## src/lin_mode_defs.svh

```systemverilog
// constants for the lin transceiver mode controller
`ifndef LIN_MODE_DEFS_SVH
`define LIN_MODE_DEFS_SVH
`define CLK_MHZ            250
`define DEBOUNCE_US        160
`define DEBOUNCE_CYC       (`DEBOUNCE_US * `CLK_MHZ)
`define RESET_HOLD_MS      4
`define RESET_HOLD_CYC     (`RESET_HOLD_MS * 1000 * `CLK_MHZ)
`define SLEEP_SKEW_NS      3200
`define SLEEP_SKEW_CYC     ((`SLEEP_SKEW_NS * `CLK_MHZ + 999) / 1000)
`define BUS_WAKE_CYC       2500
`define KICK_MIN_CYC       250
`define WD_TIMEOUT_CYC     100000
`define RAMP_CYC           1000
`define REG_CTRL           8'h00
`define REG_STATUS         8'h04
`define REG_WAKE           8'h08
`define STAT_MODE_LSB      0
`define STAT_RESET_BIT     5
`define STAT_FAST_BIT      6
`define STAT_WD_BIT        7
`endif

```

## src/lin_mode_pkg.sv

```systemverilog
// types for the lin transceiver mode controller
package lin_mode_pkg;
  typedef enum logic [4:0] {
    ST_FAILSAFE = 5'h01,
    ST_NORMAL   = 5'h02,
    ST_SILENT   = 5'h04,
    ST_SLEEP    = 5'h08,
    ST_PENDING  = 5'h10
  } mode_t;
  typedef enum logic [1:0] {
    SRC_NONE  = 2'h0,
    SRC_BUS   = 2'h1,
    SRC_LOCAL = 2'h2,
    SRC_BATT  = 2'h3
  } wake_src_t;
  typedef enum logic [1:0] {
    RST_NONE = 2'h0,
    RST_UV   = 2'h1,
    RST_WD   = 2'h2
  } rst_src_t;
endpackage

```

## src/lin_transceiver_mode_control.sv

```systemverilog
// operating-mode controller of a lin transceiver with regulator and watchdog
// Functional notes
// - normal mode: receive data follows bus level
// - enable high selects normal mode
// - enable falls, txd high: silent mode
// - enable falls, txd low: sleep mode
// - txd may lag enable by 3.2us
// - strap high disables the watchdog
// - ignition rising edge, debounced, wakes device
// - sleep allowed while ignition is high
// - supply switch on in normal, fail-safe
// - reset low on undervoltage or watchdog failure
// - kick counts: falling edge, long low
// - divider follows input, off in sleep
// - speed select disables slope control in normal
// - normal mode watchdog active, needs kicks
// - reset low in normal: go fail-safe
// - silent undervoltage: reset low, fail-safe
// - low power entry ignores wake pin levels
// - low bus level enables receiver, timer
// - bus wake: fall, long dominant, rise
// - silent bus wake: fail-safe, rxd low
// - sleep bus wake: fail-safe, regulator on
// - sleep: reset, rxd low, outputs off
// - after ramp, enable high gives normal
// - fail-safe until enable high
// - power-up reset held low 4 ms
// - fail-safe pins encode wake source
// - after reset pins encode reset source
`timescale 1ns/1ns
`include "lin_mode_defs.svh"
module lin_transceiver_mode_control
  import lin_mode_pkg::*;
#(
  parameter int RESET_HOLD_CYC = `RESET_HOLD_CYC,
  parameter int WD_TIMEOUT_CYC = `WD_TIMEOUT_CYC,
  parameter int DEBOUNCE_CYC   = `DEBOUNCE_CYC
) (
  input  wire logic        aclk,
  input  wire logic        aresetn,
  input  wire logic        enable_in,
  input  wire logic        txd_in,
  input  wire logic        bus_in,
  input  wire logic        bus_prewake,
  input  wire logic        local_wake_n,
  input  wire logic        ignition_in,
  input  wire logic        wd_kick_n,
  input  wire logic        wd_disable,
  input  wire logic        divider_en,
  input  wire logic        fast_slew_sel,
  input  wire logic        undervoltage,
  input  wire logic        batt_undervoltage,
  output logic             rxd_out,
  output logic             txd_out,
  output logic             txd_oe,
  output logic             reset_out_n,
  output logic             ext_supply_switch,
  output logic             divider_out,
  output logic             regulator_on,
  output logic             slope_ctrl_off,
  output logic             bus_drive_dominant,
  output logic             bus_rx_enable,
  input  wire logic [7:0]  s_axi_awaddr,
  input  wire logic        s_axi_awvalid,
  output logic             s_axi_awready,
  input  wire logic [31:0] s_axi_wdata,
  input  wire logic [3:0]  s_axi_wstrb,
  input  wire logic        s_axi_wvalid,
  output logic             s_axi_wready,
  output logic [1:0]       s_axi_bresp,
  output logic             s_axi_bvalid,
  input  wire logic        s_axi_bready,
  input  wire logic [7:0]  s_axi_araddr,
  input  wire logic        s_axi_arvalid,
  output logic             s_axi_arready,
  output logic [31:0]      s_axi_rdata,
  output logic [1:0]       s_axi_rresp,
  output logic             s_axi_rvalid,
  input  wire logic        s_axi_rready
);
  mode_t      mode;
  wake_src_t  wake_src;
  rst_src_t   rst_src;
  logic       en_q;
  logic       kick_q;
  logic       ign_q;
  logic       bus_q;
  logic       ign_armed;
  logic [31:0] rst_cnt;
  logic [31:0] wd_cnt;
  logic [31:0] kick_cnt;
  logic [31:0] ign_cnt;
  logic [31:0] bus_cnt;
  logic [31:0] skew_cnt;
  logic [31:0] ramp_cnt;
  logic       kick_low;
  logic       wd_fail;
  logic       bus_fell;
  logic       bus_long;
  logic       bus_wake;
  logic       ign_wake;
  logic       loc_wake;
  logic       wd_run;
  logic       sw_wd_off;
  logic       sw_force_fs;
  logic       en_fall;
  logic [31:0] next_rdata;
  logic       aw_done;
  logic       w_done;
  logic [7:0] aw_addr;
  logic [31:0] w_data;
  logic [3:0] w_strb;

  // pins already synchronous to aclk; one stage used only for edges
  always_ff @(posedge aclk) begin
    if (!aresetn) begin
      en_q   <= 1'b0;
      kick_q <= 1'b1;
      ign_q  <= 1'b0;
      bus_q  <= 1'b1;
    end else begin
      en_q   <= enable_in;
      kick_q <= wd_kick_n;
      ign_q  <= ignition_in;
      bus_q  <= bus_in;
    end
  end

  assign en_fall = en_q && !enable_in;
  wire low_power = (mode == ST_SILENT) || (mode == ST_SLEEP);
  assign wd_run = !wd_disable && !sw_wd_off && !low_power && (mode != ST_PENDING);

  // kick: falling edge then low longer than the minimum
  always_ff @(posedge aclk) begin
    if (!aresetn) begin
      kick_cnt <= 32'h0;
      kick_low <= 1'b0;
    end else if (wd_kick_n) begin
      kick_cnt <= 32'h0;
      kick_low <= 1'b0;
    end else if (kick_q || kick_cnt != 32'h0) begin
      kick_cnt <= kick_cnt + 32'h1;
      kick_low <= (kick_cnt == 32'(`KICK_MIN_CYC));
    end else begin
      kick_low <= 1'b0;
    end
  end

  // window timing not modelled; a plain timeout stands for it
  always_ff @(posedge aclk) begin
    if (!aresetn || !wd_run || !reset_out_n || kick_low) begin
      wd_cnt  <= 32'h0;
      wd_fail <= 1'b0;
    end else begin
      wd_cnt  <= wd_cnt + 32'h1;
      wd_fail <= (wd_cnt == 32'(WD_TIMEOUT_CYC - 1));
    end
  end

  // ignition: only a rising edge arms, debounce while high
  always_ff @(posedge aclk) begin
    if (!aresetn) begin
      ign_cnt   <= 32'h0;
      ign_armed <= 1'b0;
    end else if (!ignition_in || !low_power) begin
      ign_cnt   <= 32'h0;
      ign_armed <= 1'b0;
    end else if (!ign_q) begin
      ign_armed <= 1'b1;
      ign_cnt   <= 32'h0;
    end else if (ign_armed) begin
      ign_cnt <= ign_cnt + 32'h1;
    end
  end
  assign ign_wake = ign_armed && (ign_cnt == 32'(DEBOUNCE_CYC - 1));
  assign loc_wake = ign_wake;

  // bus wake: falling edge, long dominant, rising edge
  always_ff @(posedge aclk) begin
    if (!aresetn || !low_power) begin
      bus_cnt  <= 32'h0;
      bus_fell <= 1'b0;
      bus_long <= 1'b0;
    end else if (bus_q && !bus_in && bus_prewake) begin
      bus_fell <= 1'b1;
      bus_cnt  <= 32'h0;
      bus_long <= 1'b0;
    end else if (bus_fell && !bus_in) begin
      bus_cnt <= bus_cnt + 32'h1;
      if (bus_cnt == 32'(`BUS_WAKE_CYC))
        bus_long <= 1'b1;
    end else if (bus_in) begin
      bus_fell <= 1'b0;
      bus_long <= 1'b0;
      bus_cnt  <= 32'h0;
    end
  end
  assign bus_wake = bus_fell && bus_long && bus_in &&
                    ((mode == ST_SLEEP) || txd_in);

  // enable may fall up to the skew before txd on the way to sleep
  always_ff @(posedge aclk) begin
    if (!aresetn || mode != ST_NORMAL || enable_in) begin
      skew_cnt <= 32'h0;
    end else if (skew_cnt != 32'h0 || en_fall) begin
      skew_cnt <= skew_cnt + 32'h1;
    end
  end

  // mode sequencing
  always_ff @(posedge aclk) begin
    if (!aresetn) begin
      mode     <= ST_FAILSAFE;
      wake_src <= SRC_NONE;
    end else begin
      unique case (mode)
        ST_FAILSAFE: begin
          if (enable_in && rst_cnt == 32'h0 && reset_out_n && !sw_force_fs) begin
            mode     <= ST_NORMAL;
            wake_src <= SRC_NONE;
          end
        end
        ST_NORMAL: begin
          if (!reset_out_n || sw_force_fs) begin
            mode <= ST_FAILSAFE;
          end else if (!enable_in && !txd_in) begin
            mode <= ST_SLEEP;
          end else if (!enable_in && skew_cnt == 32'(`SLEEP_SKEW_CYC)) begin
            mode <= ST_SILENT;
          end
        end
        ST_SILENT: begin
          if (undervoltage || batt_undervoltage) begin
            mode     <= ST_FAILSAFE;
            wake_src <= batt_undervoltage ? SRC_BATT : SRC_NONE;
          end else if (bus_wake) begin
            mode     <= ST_FAILSAFE;
            wake_src <= SRC_BUS;
          end else if (loc_wake) begin
            mode     <= ST_FAILSAFE;
            wake_src <= SRC_LOCAL;
          end else if (enable_in) begin
            mode <= ST_NORMAL;
          end
        end
        ST_SLEEP: begin
          if (batt_undervoltage) begin
            mode     <= ST_PENDING;
            wake_src <= SRC_BATT;
          end else if (bus_wake) begin
            mode     <= ST_PENDING;
            wake_src <= SRC_BUS;
          end else if (loc_wake) begin
            mode     <= ST_PENDING;
            wake_src <= SRC_LOCAL;
          end else if (enable_in) begin
            mode <= ST_PENDING;
          end
        end
        ST_PENDING: begin
          if (ramp_cnt == 32'(`RAMP_CYC)) begin
            mode <= ST_FAILSAFE;
          end
        end
      endcase
    end
  end

  // regulator ramp after sleep; the reset hold, loaded in sleep, counts down in fail-safe
  always_ff @(posedge aclk) begin
    if (!aresetn || mode != ST_PENDING) begin
      ramp_cnt <= 32'h0;
    end else begin
      ramp_cnt <= ramp_cnt + 32'h1;
    end
  end

  // reset output hold and source capture
  always_ff @(posedge aclk) begin
    if (!aresetn) begin
      rst_cnt <= 32'(RESET_HOLD_CYC);
      rst_src <= RST_NONE;
    end else if (mode == ST_SLEEP || mode == ST_PENDING) begin
      rst_cnt <= 32'(RESET_HOLD_CYC);
    end else if (undervoltage) begin
      rst_cnt <= 32'(RESET_HOLD_CYC);
      rst_src <= RST_UV;
    end else if (wd_fail) begin
      rst_cnt <= 32'(RESET_HOLD_CYC);
      rst_src <= RST_WD;
    end else if (rst_cnt != 32'h0) begin
      rst_cnt <= rst_cnt - 32'h1;
    end else if (mode == ST_NORMAL) begin
      rst_src <= RST_NONE;
    end
  end

  // pin and driver gate share one cycle, so no dominant bit leaks past a reset
  wire next_reset_n = (rst_cnt == 32'h0) && !undervoltage && !wd_fail &&
                      (mode != ST_SLEEP) && (mode != ST_PENDING);

  // outputs registered
  always_ff @(posedge aclk) begin
    if (!aresetn) begin
      reset_out_n        <= 1'b0;
      rxd_out            <= 1'b1;
      txd_out            <= 1'b1;
      txd_oe             <= 1'b0;
      ext_supply_switch  <= 1'b1;
      divider_out        <= 1'b0;
      regulator_on       <= 1'b1;
      slope_ctrl_off     <= 1'b0;
      bus_drive_dominant <= 1'b0;
      bus_rx_enable      <= 1'b0;
    end else begin
      reset_out_n       <= next_reset_n;
      ext_supply_switch <= (mode == ST_NORMAL) || (mode == ST_FAILSAFE);
      divider_out       <= divider_en && (mode != ST_SLEEP) && (mode != ST_PENDING);
      regulator_on      <= (mode != ST_SLEEP);
      slope_ctrl_off    <= (mode == ST_NORMAL) && fast_slew_sel;
      bus_drive_dominant <= (mode == ST_NORMAL) && enable_in && !txd_in && next_reset_n;
      bus_rx_enable     <= (mode == ST_NORMAL) || (low_power && bus_prewake);
      txd_oe            <= 1'b0;
      txd_out           <= 1'b1;
      unique case (mode)
        ST_NORMAL: rxd_out <= bus_in;
        ST_SILENT: rxd_out <= 1'b1;
        ST_SLEEP, ST_PENDING: rxd_out <= 1'b0;
        ST_FAILSAFE: begin
          txd_oe <= 1'b1;
          if (rst_src != RST_NONE) begin
            txd_out <= 1'b1;
            rxd_out <= (rst_src == RST_WD);
          end else begin
            unique case (wake_src)
              SRC_BUS:   begin txd_out <= 1'b0; rxd_out <= 1'b0; end
              SRC_LOCAL: begin txd_out <= 1'b0; rxd_out <= 1'b1; end
              SRC_BATT:  begin txd_out <= 1'b1; rxd_out <= 1'b0; end
              SRC_NONE:  begin txd_out <= 1'b1; rxd_out <= 1'b1; txd_oe <= 1'b0; end
            endcase
          end
        end
      endcase
    end
  end

  // axi4-lite slave, one write and one read at a time
  assign s_axi_awready = !aw_done && !s_axi_bvalid;
  assign s_axi_wready  = !w_done && !s_axi_bvalid;
  assign s_axi_arready = !s_axi_rvalid;

  always_ff @(posedge aclk) begin
    if (!aresetn) begin
      aw_done      <= 1'b0;
      w_done       <= 1'b0;
      aw_addr      <= 8'h00;
      w_data       <= 32'h0;
      w_strb       <= 4'h0;
      s_axi_bvalid <= 1'b0;
      s_axi_bresp  <= 2'h0;
      sw_wd_off    <= 1'b0;
      sw_force_fs  <= 1'b0;
    end else begin
      if (s_axi_awvalid && s_axi_awready) begin
        aw_done <= 1'b1;
        aw_addr <= s_axi_awaddr;
      end
      if (s_axi_wvalid && s_axi_wready) begin
        w_done <= 1'b1;
        w_data <= s_axi_wdata;
        w_strb <= s_axi_wstrb;
      end
      if (aw_done && w_done) begin
        aw_done      <= 1'b0;
        w_done       <= 1'b0;
        s_axi_bvalid <= 1'b1;
        if (aw_addr == `REG_CTRL) begin
          s_axi_bresp <= 2'h0;
          if (w_strb[0]) begin
            sw_wd_off   <= w_data[0];
            sw_force_fs <= w_data[1];
          end
        end else begin
          s_axi_bresp <= 2'h2;
        end
      end else if (s_axi_bvalid && s_axi_bready) begin
        s_axi_bvalid <= 1'b0;
      end
    end
  end

  always_comb begin
    next_rdata = 32'h0;
    unique case (s_axi_araddr)
      `REG_CTRL:   next_rdata = {30'h0, sw_force_fs, sw_wd_off};
      `REG_STATUS: next_rdata = {24'h0, wd_run, slope_ctrl_off, reset_out_n, mode};
      `REG_WAKE:   next_rdata = {28'h0, rst_src, wake_src};
      default:     next_rdata = 32'h0;
    endcase
  end

  always_ff @(posedge aclk) begin
    if (!aresetn) begin
      s_axi_rvalid <= 1'b0;
      s_axi_rdata  <= 32'h0;
      s_axi_rresp  <= 2'h0;
    end else if (s_axi_arvalid && s_axi_arready) begin
      s_axi_rvalid <= 1'b1;
      s_axi_rdata  <= next_rdata;
      s_axi_rresp  <= (s_axi_araddr == `REG_CTRL || s_axi_araddr == `REG_STATUS ||
                       s_axi_araddr == `REG_WAKE) ? 2'h0 : 2'h2;
    end else if (s_axi_rvalid && s_axi_rready) begin
      s_axi_rvalid <= 1'b0;
    end
  end
endmodule

```

## config.mk

```make
export PLATFORM = sky130hd
export DESIGN_NAME = lin_transceiver_mode_control
export DESIGN_NICKNAME = d
export VERILOG_FILES = /design/src/lin_mode_pkg.sv /design/src/lin_transceiver_mode_control.sv
export VERILOG_INCLUDE_DIRS = /design/src
export SDC_FILE = /design/constraint.sdc
export NUM_CORES = 1
export LEC_CHECK = 0
export ABC_CLOCK_PERIOD_IN_PS = 5200
export BUFFER_PORTS_ARGS = -buffer_cell sky130_fd_sc_hd__buf_2
export CAP_MARGIN = 5
export CORE_AREA = 4 4 177 179
export CTS_CLUSTER_DIAMETER = 50
export CTS_CLUSTER_SIZE = 8
export DETAILED_ROUTE_END_ITERATION = 6
export DIE_AREA = 0 0 181 183
export HOLD_SLACK_MARGIN = 0.15
export REMOVE_ABC_BUFFERS = 1
export SLEW_MARGIN = 20
export SYNTH_ARGS = -nofsm -noshare
export SYNTH_HDL_FRONTEND = slang
export SYNTH_SLANG_ARGS = --single-unit
```

## constraint.sdc

```tcl
create_clock -name aclk -period 5.2 [get_ports aclk]
set_clock_uncertainty 0.05 [all_clocks]
set_input_delay 0.26 -clock aclk [delete_from_list [all_inputs] [get_ports aclk]]
set_output_delay 0.26 -clock aclk [all_outputs]
set_load 0.005 [all_outputs]
```

Word level (Yosys, flattened, before mapping)
Cells that the tools add are included.

operators by class
  add/sub/neg operators = 7
  equality and inequality tests = 28
  mux-type cells = 45
  bitwise gates (word level) = 5
  reduce and logical (&&, ||, !) cells = 105

operator list
  cell                                                                      count
  32-bit by 1-bit adder with 32-bit output (second input constant)          6
  32-bit nonzero test                                                       3
  5-bit 2-to-1 mux                                                          13
  32-bit by 10-bit equality test with 1-bit output (second input constant)  2
  32-bit 2-to-1 mux                                                         2
  1-bit logical AND                                                         35
  32-bit by 12-bit equality test with 1-bit output (second input constant)  1
  32-bit by 16-bit equality test with 1-bit output (second input constant)  1
  32-bit by 17-bit equality test with 1-bit output (second input constant)  1
  32-bit by 8-bit equality test with 1-bit output (second input constant)   1
  32-bit zero test                                                          1
  32-bit by 1-bit subtractor with 32-bit output (second input constant)     1
  5-bit one-hot mux with 5 select lines                                     1
  2-bit 2-to-1 mux                                                          12
  8-bit one-hot mux with 3 select lines                                     1
  1-bit logical OR                                                          19
  2-bit OR reduction                                                        9
  1-bit zero test                                                           17
  8-bit zero test                                                           2
  1-bit 2-to-1 mux                                                          12
  5-bit by 4-bit inequality test with 1-bit output (second input constant)  2
  5-bit inequality test (second input constant)                             2
  2-bit nonzero test                                                        5
  3-bit OR reduction                                                        3
  other kinds (24)                                                          38

storage, ports and cells
  register bits = 305
  output and inout bits = 51
  word-level logic and storage cells = 231

Logic depth before layout (Yosys ltp)
Gate-level depths: netlist (run 1).

  depth after elaboration = 9
  depth in mapped cells = 8

Worst setup path before layout (run 1)
OpenSTA, ideal clock, no wires.

  path type = reg-to-reg
  start point = register ign_cnt[0]
  end point = register ign_cnt[26]
  arrival time = 2092 ps
  data required time = 5079 ps
  slack = 2988 ps
  cell stages (with the launch flop) = 8
  clock period less this slack = 2212 ps
  cell sequence = dfxtp_1 ha_1 nand2_1 or4_4 buf_6 or3_4 or3_1 a21oi_1

between the ends
  longest elaborated chain between the ends = 1

RTL lines
  item                                      line                                 RTL
  start, declared                           lin_transceiver_mode_control.sv:92   logic [31:0] ign_cnt;
  start signal, assigned                    lin_transceiver_mode_control.sv:172  ign_cnt <= ign_cnt + 32'h1;
  32-bit by 1-bit adder with 32-bit output  lin_transceiver_mode_control.sv:172

Every way passes these cells.
A chain may end at the register's enable or synchronous reset.

Worst setup path after layout (run 1)
  start point = register ign_cnt[17]
  end point = register mode[3]

between the ends
  longest elaborated chain between the ends = 6

RTL lines
  item                                                  line                                                                      RTL
  32-bit by 16-bit equality test with 1-bit output (*)  lin_transceiver_mode_control.sv:175                                       assign ign_wake = ign_armed && (ign_cnt == 32'(DEBOUNCE_CYC - 1));
  1-bit logical AND (*)                                 lin_transceiver_mode_control.sv:175
  5-bit 2-to-1 mux (on tied branches)                   lin_transceiver_mode_control.sv:253, lin_transceiver_mode_control.sv:239
  5-bit 2-to-1 mux (on tied branches)                   lin_transceiver_mode_control.sv:250, lin_transceiver_mode_control.sv:236
  5-bit 2-to-1 mux (on tied branches)                   lin_transceiver_mode_control.sv:247, lin_transceiver_mode_control.sv:233
  5-bit one-hot mux with 5 select lines                 lin_transceiver_mode_control.sv:216                                       unique case (mode)
  end signal, assigned                                  lin_transceiver_mode_control.sv:248                                       mode <= ST_PENDING;
  end signal, assigned                                  lin_transceiver_mode_control.sv:251                                       mode <= ST_PENDING;
  end signal, assigned                                  lin_transceiver_mode_control.sv:254                                       mode <= ST_PENDING;
  end, declared                                         lin_transceiver_mode_control.sv:81                                        mode_t mode;

Every way passes the cells marked *; elsewhere a longest branch is shown, timed or not.

==> results of run 1 <==
-- flip-flops by register name, indices dropped and copies added, names as in the netlist, 2 cells and up --
| signal | flops |
|---|---|
| wd_cnt | 32 |
| ign_cnt | 32 |
| skew_cnt | 32 |
| ramp_cnt | 32 |
| kick_cnt | 32 |
| w_data | 2 |
| mode | 5 |
| rst_src | 2 |
| rst_cnt | 32 |
| aw_addr | 8 |
| wake_src | 2 |
| bus_cnt | 32 |
| s_axi_rdata | 8 |
-- routing by layer --
metal / vias up / share of wire (%)
li1: 5213 / -
met1: 4658 / 50
met4: 0 / 2.0
met5: - / 0
met2: 153 / 44
met3: 47 / 4.5
-- how the worst max path moves through the flow --
stage / end / slack, ns / cells past startpoint
after global routing: mode[2]$_SDFFE_PN0P_ / 2.12 / 6
after floorplan: rst_cnt[23]$_SDFFE_PP0P_ / 2.57 / 6
after detailed placement: mode[2]$_SDFFE_PN0P_ / 2.00 / 6
after global placement: mode[2]$_SDFFE_PN0P_ / 2.00 / 6
final: mode[3]$_SDFFE_PN0P_ / 2.35 / 7
after CTS: mode[2]$_SDFFE_PN0P_ / 1.95 / 6
-- synth_stat cells, types with 19 or more instances --
cell type / instances
nand4_1: 54
and3_1: 36
nand3_1: 84
and4_1: 27
o21ai_0: 27
clkbuf_1: 45
nor2_1: 264
nand2_1: 106
inv_1: 33
or3_1: 19
dfxtp_1: 279
xor2_1: 128
xnor2_1: 62
a21oi_1: 50
nor3_1: 31
nor4_1: 48
buf_4: 27
-- final cells by class --
type,count,area [sq um]
Clock inverter,4,47.5
Fill cell,2865,14900
Clock buffer,51,1190
Sequential cell,279,5590
Tap cell,390,488
Inverter,34,128
Multi-Input combinational cell,1110,6580
Antenna cell,2,5.00
Timing Repair Buffer,94,624
-- worst max-delay path: stages, from the launching register on --
cell and delay [ns]:
dfxtp_1 0.35, nor4b_1 0.38, nand4_1 0.16, nor4_1 0.78, nor4_1 0.19, nand3_1 0.17, o31ai_1 0.09, dlygate4sd3_1 0.56
-- power by group --
group          internal, mW  switching [mW]  total (mW)
Combinational        0.0660          0.0931       0.159
Sequential             2.17          0.0189        2.18
Clock                  1.63           0.907        2.53
Total                  3.86            1.02        4.88
-- cell families (layout without fill, tap and decap cells) --
logic type | after synthesis | in the layout | synth area share, %
mux | 12 | 12 | 0.954
flops | 279 | 279 | 44.4
fa+ha+maj | 15 | 15 | 1.49
xor+xnor | 190 | 190 | 13.2
other cells | 1 | 28 | 0.0298
compound gates | 112 | 112 | 5.20
simple gates | 755 | 755 | 30.5
buf+inv | 111 | 183 | 4.21
-- per-stage QoR --
step	utilization [%]	hold slack [ns]	setup slack, ns	instances
floorplan	-	0.272	2.57	1423
global placement	44.4	0.394	2.00	1879
detailed placement	44.4	0.397	2.00	1879
CTS	49.5	0.169	1.95	1961
global route	49.5	0.192	2.12	1963
finish	49.5	0.177	2.35	1964
==> run metrics, run 1 <==
status finished, final reports clean; PortBufs 61; actual slew at the worst max-slew pin 1.00 ns; met1 Use GR between 20% and 30%; worst setup path start ign_cnt[17]$_SDFFE_PP0P_; core box area 29,600 sq um; initial antenna violation count 1; Root Buffer clkbuf_16; Leakage 5.15 nW; HPWL Detailed 18,100 um; PostCTS Resize Cnt 0; DIE WIDTH 181 um; Mean Syn Cell Area 8.54 sq um; most common cell after layout, fill and taps aside dfxtp_1; EDFF count, synth 0; largest net degree at the start of global routing 36; Max rail drop VDD around 0.24 mV; met2 Usage GRT ~25%; Layout area overhead 16.3%; async set or reset register ratio after synthesis 0%; Max clock buf depth 3; Slew Limit Fails 0; routed wire length per instance approximately 14 um; Mapped Area 12,600 sq um; fraction of layout instances using a drive strength above 1 around 8.8%; area leader, netlist dfxtp_1; Congestion Overflow GR 0; placed inst area 13,100 sq um; CTS buffer count 43; CTS tree built; routed vias/inst approximately 5; MaxCap Viol Count 0; Power per Cell Area 333 nW/um^2; vias in the first global route 9,655; clock sink count 279; critical path startpoint category flip-flop; Antenna Nets Post-Route 0; relative slew slack about a third; postcts setup bufs 0; period utilisation layout a little over half; die height ~180 um; top cells by area, synth dfxtp_1 (44%), xor2_1 (8.9%), nor2_1 (7.9%); CP required about 5.6 ns; total power 4.88 mW; Yosys reg bits between 200 and 300; Ports 122; commonest cells after routing, fill and taps aside dfxtp_1 (279), nor2_1 (264), xor2_1 (128); # setup viols final 0; hold path endpoint aw_done$_SDFFE_PP0P_; Synth warnings 0; ys flop type dfxtp_1; Worst R2R Setup Slack ~2.4 ns; fin crit period about 2.8 ns; global-route wire length before repair 45,700 um; Critical Path End Type flip-flop; Initial Util between 40% and 50%; routed wire length 26,900 um; crit path kind flip-flop to flip-flop; Worst R2R Path Depth 7; Hold-fix buffers, CTS 27; setup TNS 0 ns; sequential area share after synthesis between 40% and 50%; clock insertion delay at the later pin of the skew report 0.52 ns; Post-Syn Instances 1,475; final hold vios 0; vias just over 10,000; Rows between 60 and 70; number of DRC markers in iteration 0 roughly 530; DRC 0; post-route cell area 14,600 sq um; gr usage total between 10% and 20%; Max Clk Rate roughly 350 MHz; hold path start s_axi_awvalid; H-tree depth 2; worst hold stages 3; post-synth top area share between 40 and 50%; R2R Path Start ign_cnt[17]$_SDFFE_PP0P_; Most Used Layer, Global Route met2; FF-to-FF End mode[3]$_SDFFE_PN0P_; Final Wtd Congestion just under 0.8; Crit Path Max Fanout 6; RSZ-0062 raised after global routing false; WP data arrival roughly 3.2 ns; Reg clk slew, reported paths approximately 0.050 ns; M3 GR Usage 3.43%; count of cell types in the netlist between 50 and 60; Nets 1,648; die area about 33,000 sq um; HP Class primary input to flip-flop; DRT Pass-1 Iters 5
(Power assumes the default switching activity.)
==> run 2: changes to the inputs <==
--- a/config.mk
+++ b/config.mk
@@ -6,7 +6,7 @@
 export SDC_FILE = /design/constraint.sdc
 export NUM_CORES = 1
 export LEC_CHECK = 0
-export ABC_CLOCK_PERIOD_IN_PS = 5200
+export ABC_CLOCK_PERIOD_IN_PS = 3000
 export BUFFER_PORTS_ARGS = -buffer_cell sky130_fd_sc_hd__buf_2
 export CAP_MARGIN = 5
 export CORE_AREA = 4 4 177 179
==> constraint.sdc (replaced) <==
create_clock -name aclk -period 3 [get_ports aclk]
set_clock_uncertainty 0.05 [all_clocks]
set_input_delay 0.15 -clock aclk [delete_from_list [all_inputs] [get_ports aclk]]
set_output_delay 0.15 -clock aclk [all_outputs]
set_load 0.005 [all_outputs]
==> run 2 against run 1 <==
- global-route usage grew 0.45 points
- clock-buffer cell count rose by 1
- sequential share of layout area fell by 1.1 points
- first-iteration DRC count is 5.7% higher
- routed wire length rose by 2.7%
- total power grew 74%
- flip-flop and latch count unchanged
- core utilization is 1.4 points higher
- via count increased by 2.1%
- critical path depth did not move
- critical path type unchanged
- largest cell class unchanged
==> run metrics, run 2 (synthesis gave the netlist of run 1 again) <==
status finished, final reports clean; fin crit period ~2.6 ns; most common cell after layout, fill and taps aside dfxtp_1; Initial Util 42.6%; met1 WL ~14,000 um; global-route wire length before repair approximately 47,000 um; Top Layer Used met4; CP required approximately 3.4 ns; Slowest-stage cell, CP or4_1; total stage count of the critical path 7; Critical Path End Type flip-flop; Layout area overhead 19.7%; clock insertion delay at the later pin of the skew report 0.52 ns; Met2 Wirelength around 12,000 um; PortBufs 61; HP Class primary input to flip-flop; R2R Path Start rst_cnt[20]$_SDFFE_PP0P_; # setup viols final 0; met3 WL between 1000 and 1500 um; setup ws final roughly 0.42 ns; crit path kind flip-flop to flip-flop; number of DRC markers in iteration 0 558; core box area around 30,000 sq um; CTS tree built; Rows 63; die height 183 um; Root Buffer clkbuf_16; multi-input logic area 6570 sq um; Worst R2R Path Depth 7; ordered cell list for the critical path or4_1 -> nor3_2 -> nand4_1 -> buf_12 -> o21ai_0 -> nand2_1 -> a211oi_1; vias in the first global route just under 10,000; Slew Limit Fails 0; FF/Latch Area about 5600 sq um; postcts setup bufs 0; dpl ws ~0.47 ns; setup TNS 0 ns; die area roughly 33,000 sq um; actual slew at the worst max-slew pin between 0.7 and 0.8 ns; relative slew slack 50.4%; Final Wtd Congestion ~0.79; WP data arrival approximately 3.0 ns; Max Clk Rate 387 MHz; Power per Cell Area roughly 560 nW/um^2; H-tree depth 2; CP Buf/Inv Count 1; Critical Path Max Stage Delay slightly above 0.7 ns; Crit Path Max Fanout 22; routed wire length between 20,000 and 30,000 um; Nets between 1,500 and 2,000; DRT Pass-1 Iters 5; worst setup path start rst_cnt[20]$_SDFFE_PP0P_; Congestion Overflow GR 0; largest net degree at the start of global routing 34; DRC 0; PostCTS Resize Cnt 0; gr usage total roughly 16%; clock sink count about 280; routed vias/inst roughly 5.1; Leakage between 5 and 6 nW; hold path start s_axi_arvalid; CTS buffer count 44; vias 10,300; routed wire length per instance around 14 um; HPWL Detailed between 15,000 and 20,000 um; critical path startpoint category flip-flop; period utilisation layout a little under nine tenths; DIE WIDTH approximately 180 um; MaxCap Viol Count 0; worst hold stages 4; fraction of layout instances using a drive strength above 1 a little under a tenth; commonest cells after routing, fill and taps aside dfxtp_1 (279), nor2_1 (264), xor2_1 (128); Reg clk slew, reported paths around 0.05 ns; top cell family by delay on the critical path simple AND/OR/NAND/NOR gates; Fillers about 2,800; initial antenna violation count 1; Ports about 120; Max rail drop VDD 0.415 mV; final hold vios 0; RSZ-0062 raised after global routing false; Max clock buf depth 3; Antenna Nets Post-Route 0
-- run 2: what timing repair did --
action / in CTS / in global routing
endpoints found under the setup margin: 0 / 0
hold endpoints to repair: 63 / 0
hold buffers: 57 / 0
-- run 2: path summary, 6_finish.rpt --
path / endpoint / slack [ns]
min reg2reg: wd_cnt[0]$_SDFF_PP0_ / 0.41
max: mode[2]$_SDFFE_PN0P_ / 0.42
max reg2reg: mode[2]$_SDFFE_PN0P_ / 0.42
min: s_axi_rresp[1]$_SDFFE_PN0P_ / 0.26
-- run 2: routing by layer --
| layer | up-vias | global-route usage [%] |
|---|---|---|
| met2 | 163 | 26.4 |
| met1 | 4773 | 22.8 |
| met3 | 37 | 2.90 |
| met5 | - | 0 |
| li1 | 5308 | - |
| met4 | 0 | 4.23 |
-- run 2: area by class of cell --
| class | count | share of cell area (%) |
|---|---|---|
| diodes | 1 | 0.0166 |
| clock buffers | 52 | 7.91 |
| clock inverters | 7 | 0.340 |
| inverters | 34 | 0.847 |
| multi-input cells | 1110 | 43.6 |
| flip-flops and latches | 279 | 37.1 |
| well taps | 390 | 3.24 |
| repair buffers | 140 | 6.99 |
-- run 2: stage by stage --
step,total power [mW],hold slack [ns],instance area (sq um),cells,utilization (%)
after floorplan,4.00,0.162,12300,1423,-
after global placement,4.11,0.285,13300,1896,44.8
after detailed placement,4.11,0.293,13300,1896,44.8
after CTS,8.62,0.235,15100,2012,51.0
after global routing,8.82,0.304,15100,2013,51.0
final,8.47,0.265,15100,2013,51.0
-- run 2: tightest hold or removal path: stages --
cell,delay (ns)
buf_2,0.10
nand2_1,0.34
a21oi_1,0.13
nor2_1,0.07
-- run 2: where the power goes --
part           switching (mW)  leakage, nW  internal (mW)
registers              0.0330         2.25           3.75
logic                   0.173         2.49          0.150
clock network            1.60        0.608           2.76
==> run 3: changes to the inputs <==
--- a/config.mk
+++ b/config.mk
@@ -9,11 +9,11 @@
 export ABC_CLOCK_PERIOD_IN_PS = 3000
 export BUFFER_PORTS_ARGS = -buffer_cell sky130_fd_sc_hd__buf_2
 export CAP_MARGIN = 5
-export CORE_AREA = 4 4 177 179
+export CORE_AREA = 2 2 183 185
 export CTS_CLUSTER_DIAMETER = 50
 export CTS_CLUSTER_SIZE = 8
 export DETAILED_ROUTE_END_ITERATION = 6
-export DIE_AREA = 0 0 181 183
+export DIE_AREA = 0 0 185 187
 export HOLD_SLACK_MARGIN = 0.15
 export REMOVE_ABC_BUFFERS = 1
 export SLEW_MARGIN = 20
==> run 3 against run 2 <==
- total power barely moved
- largest power group unchanged
- final area increased by 0.90%
- worst setup slack lost 0.24 ns
- cell count up 3.0%
- flip-flop and latch count is the same
- largest cell class unchanged
- sequential share of layout area fell by 0.33 points
==> run metrics, run 3 (synthesis gave the netlist of run 1 again) <==
Fin Hold WS ~0.19 ns; Power per Cell Area about 560 nW/um^2; vias a little over 10,000; Slowest-stage cell, CP dlygate4sd3_1; routed wire length per instance approximately 13 um; commonest cells after routing, fill and taps aside dfxtp_1 (279), nor2_1 (264), xor2_1 (128); Congestion Overflow GR 0; CP Buf/Inv Count 3; period utilisation layout a little over nine tenths; Max clock buf depth 3; initial antenna violation count 0; CP required 3.35 ns; relative slew slack 40.9%; crit path kind flip-flop to flip-flop; Final Wtd Congestion about 0.83; vias in the first global route about 9,900; DRC 0; Ports about 120; HPWL Detailed between 15,000 and 20,000 um; DRT Pass-1 Iters 5; CTS buffer count 43; Max rail drop VDD 0.407 mV; RSZ-0062 raised after global routing false; WP data arrival 3.16 ns; fin util approximately 46%; PortBufs between 60 and 70; Max Clk Rate 355 MHz; Root Buffer clkbuf_16; HP Class primary input to flip-flop; actual slew at the worst max-slew pin approximately 0.89 ns; critical path startpoint category flip-flop; number of DRC markers in iteration 0 between 400 and 500; Initial Util 38.3%; Nets ~1,700; die area roughly 35,000 sq um; placed inst area ~13,000 sq um; clock sink count 279; Rows 67; clock insertion delay at the later pin of the skew report around 0.53 ns; CTS tree built; final hold vios 0; fin crit period about 2.8 ns; Critical Path Max Stage Delay about 0.57 ns; Reg clk slew, reported paths about 0.050 ns; routed vias/inst between 5 and 6; die height about 190 um; gr usage total 16.0%; total power around 8.5 mW; Antenna Nets Post-Route 0; routed wire length between 20,000 and 30,000 um; DIE WIDTH ~190 um; Critical Path End Type flip-flop; H-tree depth 2; most common cell after layout, fill and taps aside dfxtp_1; Leakage 5.36 nW; largest net degree at the start of global routing 34; core box area approximately 33,000 sq um; setup TNS 0 ns; MaxCap Viol Count 0; Layout area overhead 20.8%; status finished, final reports clean; Crit Path Max Fanout 5; ordered cell list for the critical path nor4_2 -> nand3_1 -> nor4_2 -> buf_4 -> o22ai_1 -> a21oi_1 -> dlygate4sd3_1 -> o32ai_1 -> dlygate4sd3_1; n_diodes 0; post-route cell area 15,200 sq um; fraction of layout instances using a drive strength above 1 about a tenth; top cell family by delay on the critical path buffers and inverters; Slew Limit Fails 0; global-route wire length before repair approximately 47,000 um; # setup viols final 0
run 3: final timing paths:
check                                start                          end  slack [ns]  cells after the start
hold / removal             s_axi_araddr[6]  s_axi_rdata[1]$_SDFFE_PN0P_        0.19                      6
hold reg to reg       wd_cnt[0]$_SDFF_PP0_         wd_cnt[0]$_SDFF_PP0_        0.41                      1
setup reg to reg  ign_cnt[21]$_SDFFE_PP0P_     wake_src[0]$_SDFFE_PN0P_        0.18                      9
setup / recovery  ign_cnt[21]$_SDFFE_PP0P_     wake_src[0]$_SDFFE_PN0P_        0.18                      9
run 3: worst min-delay path, cell delays in order:
cell and delay, ns:
buf_2 0.07, nor4_1 0.03, nand2_1 0.18, nor3_1 0.11
a21oi_1 0.11, nor2_1 0.05
run 3: report_power, final:
part | internal, mW | switching, mW | leakage [nW]
registers | 3.75 | 0.0323 | 2.25
clock network | 2.76 | 1.60 | 0.602
logic | 0.155 | 0.170 | 2.51
total | 6.67 | 1.80 | 5.36
run 3: layout make-up:
| class | count | area, sq um |
|---|---|---|
| sequential | 279 | 5590 |
| inverter | 34 | 128 |
| clock inverter | 6 | 72.6 |
| tap | 448 | 561 |
| clock buffer | 51 | 1160 |
| multi-input combinational | 1110 | 6610 |
| fill | 3249 | 17700 |
| timing repair buffer | 145 | 1090 |
run 3: routing by layer:
layer	GRT usage, %	share of wire, %	vias up
met4	4.95	2.1	0
met5	0	0	-
li1	-	-	5314
met3	3.52	5.0	49
met2	25.5	45	173
met1	21.6	48	4863
run 3: repair_timing:
| item | 4_1_cts | 5_1_grt |
|---|---|---|
| setup buffers | 0 | 0 |
| setup endpoints to repair | 0 | 1 |
| resized for setup | 0 | 7 |
| hold endpoints to repair | 56 | 0 |
| hold buffers | 62 | 0 |
run 3: metrics by stage:
step	std cells	setup slack, ns
global route	2073	0.0232
floorplan	1423	0.365
global placement	1954	0.589
detailed placement	1954	0.576
CTS	2073	0.0339
finish	2073	0.183
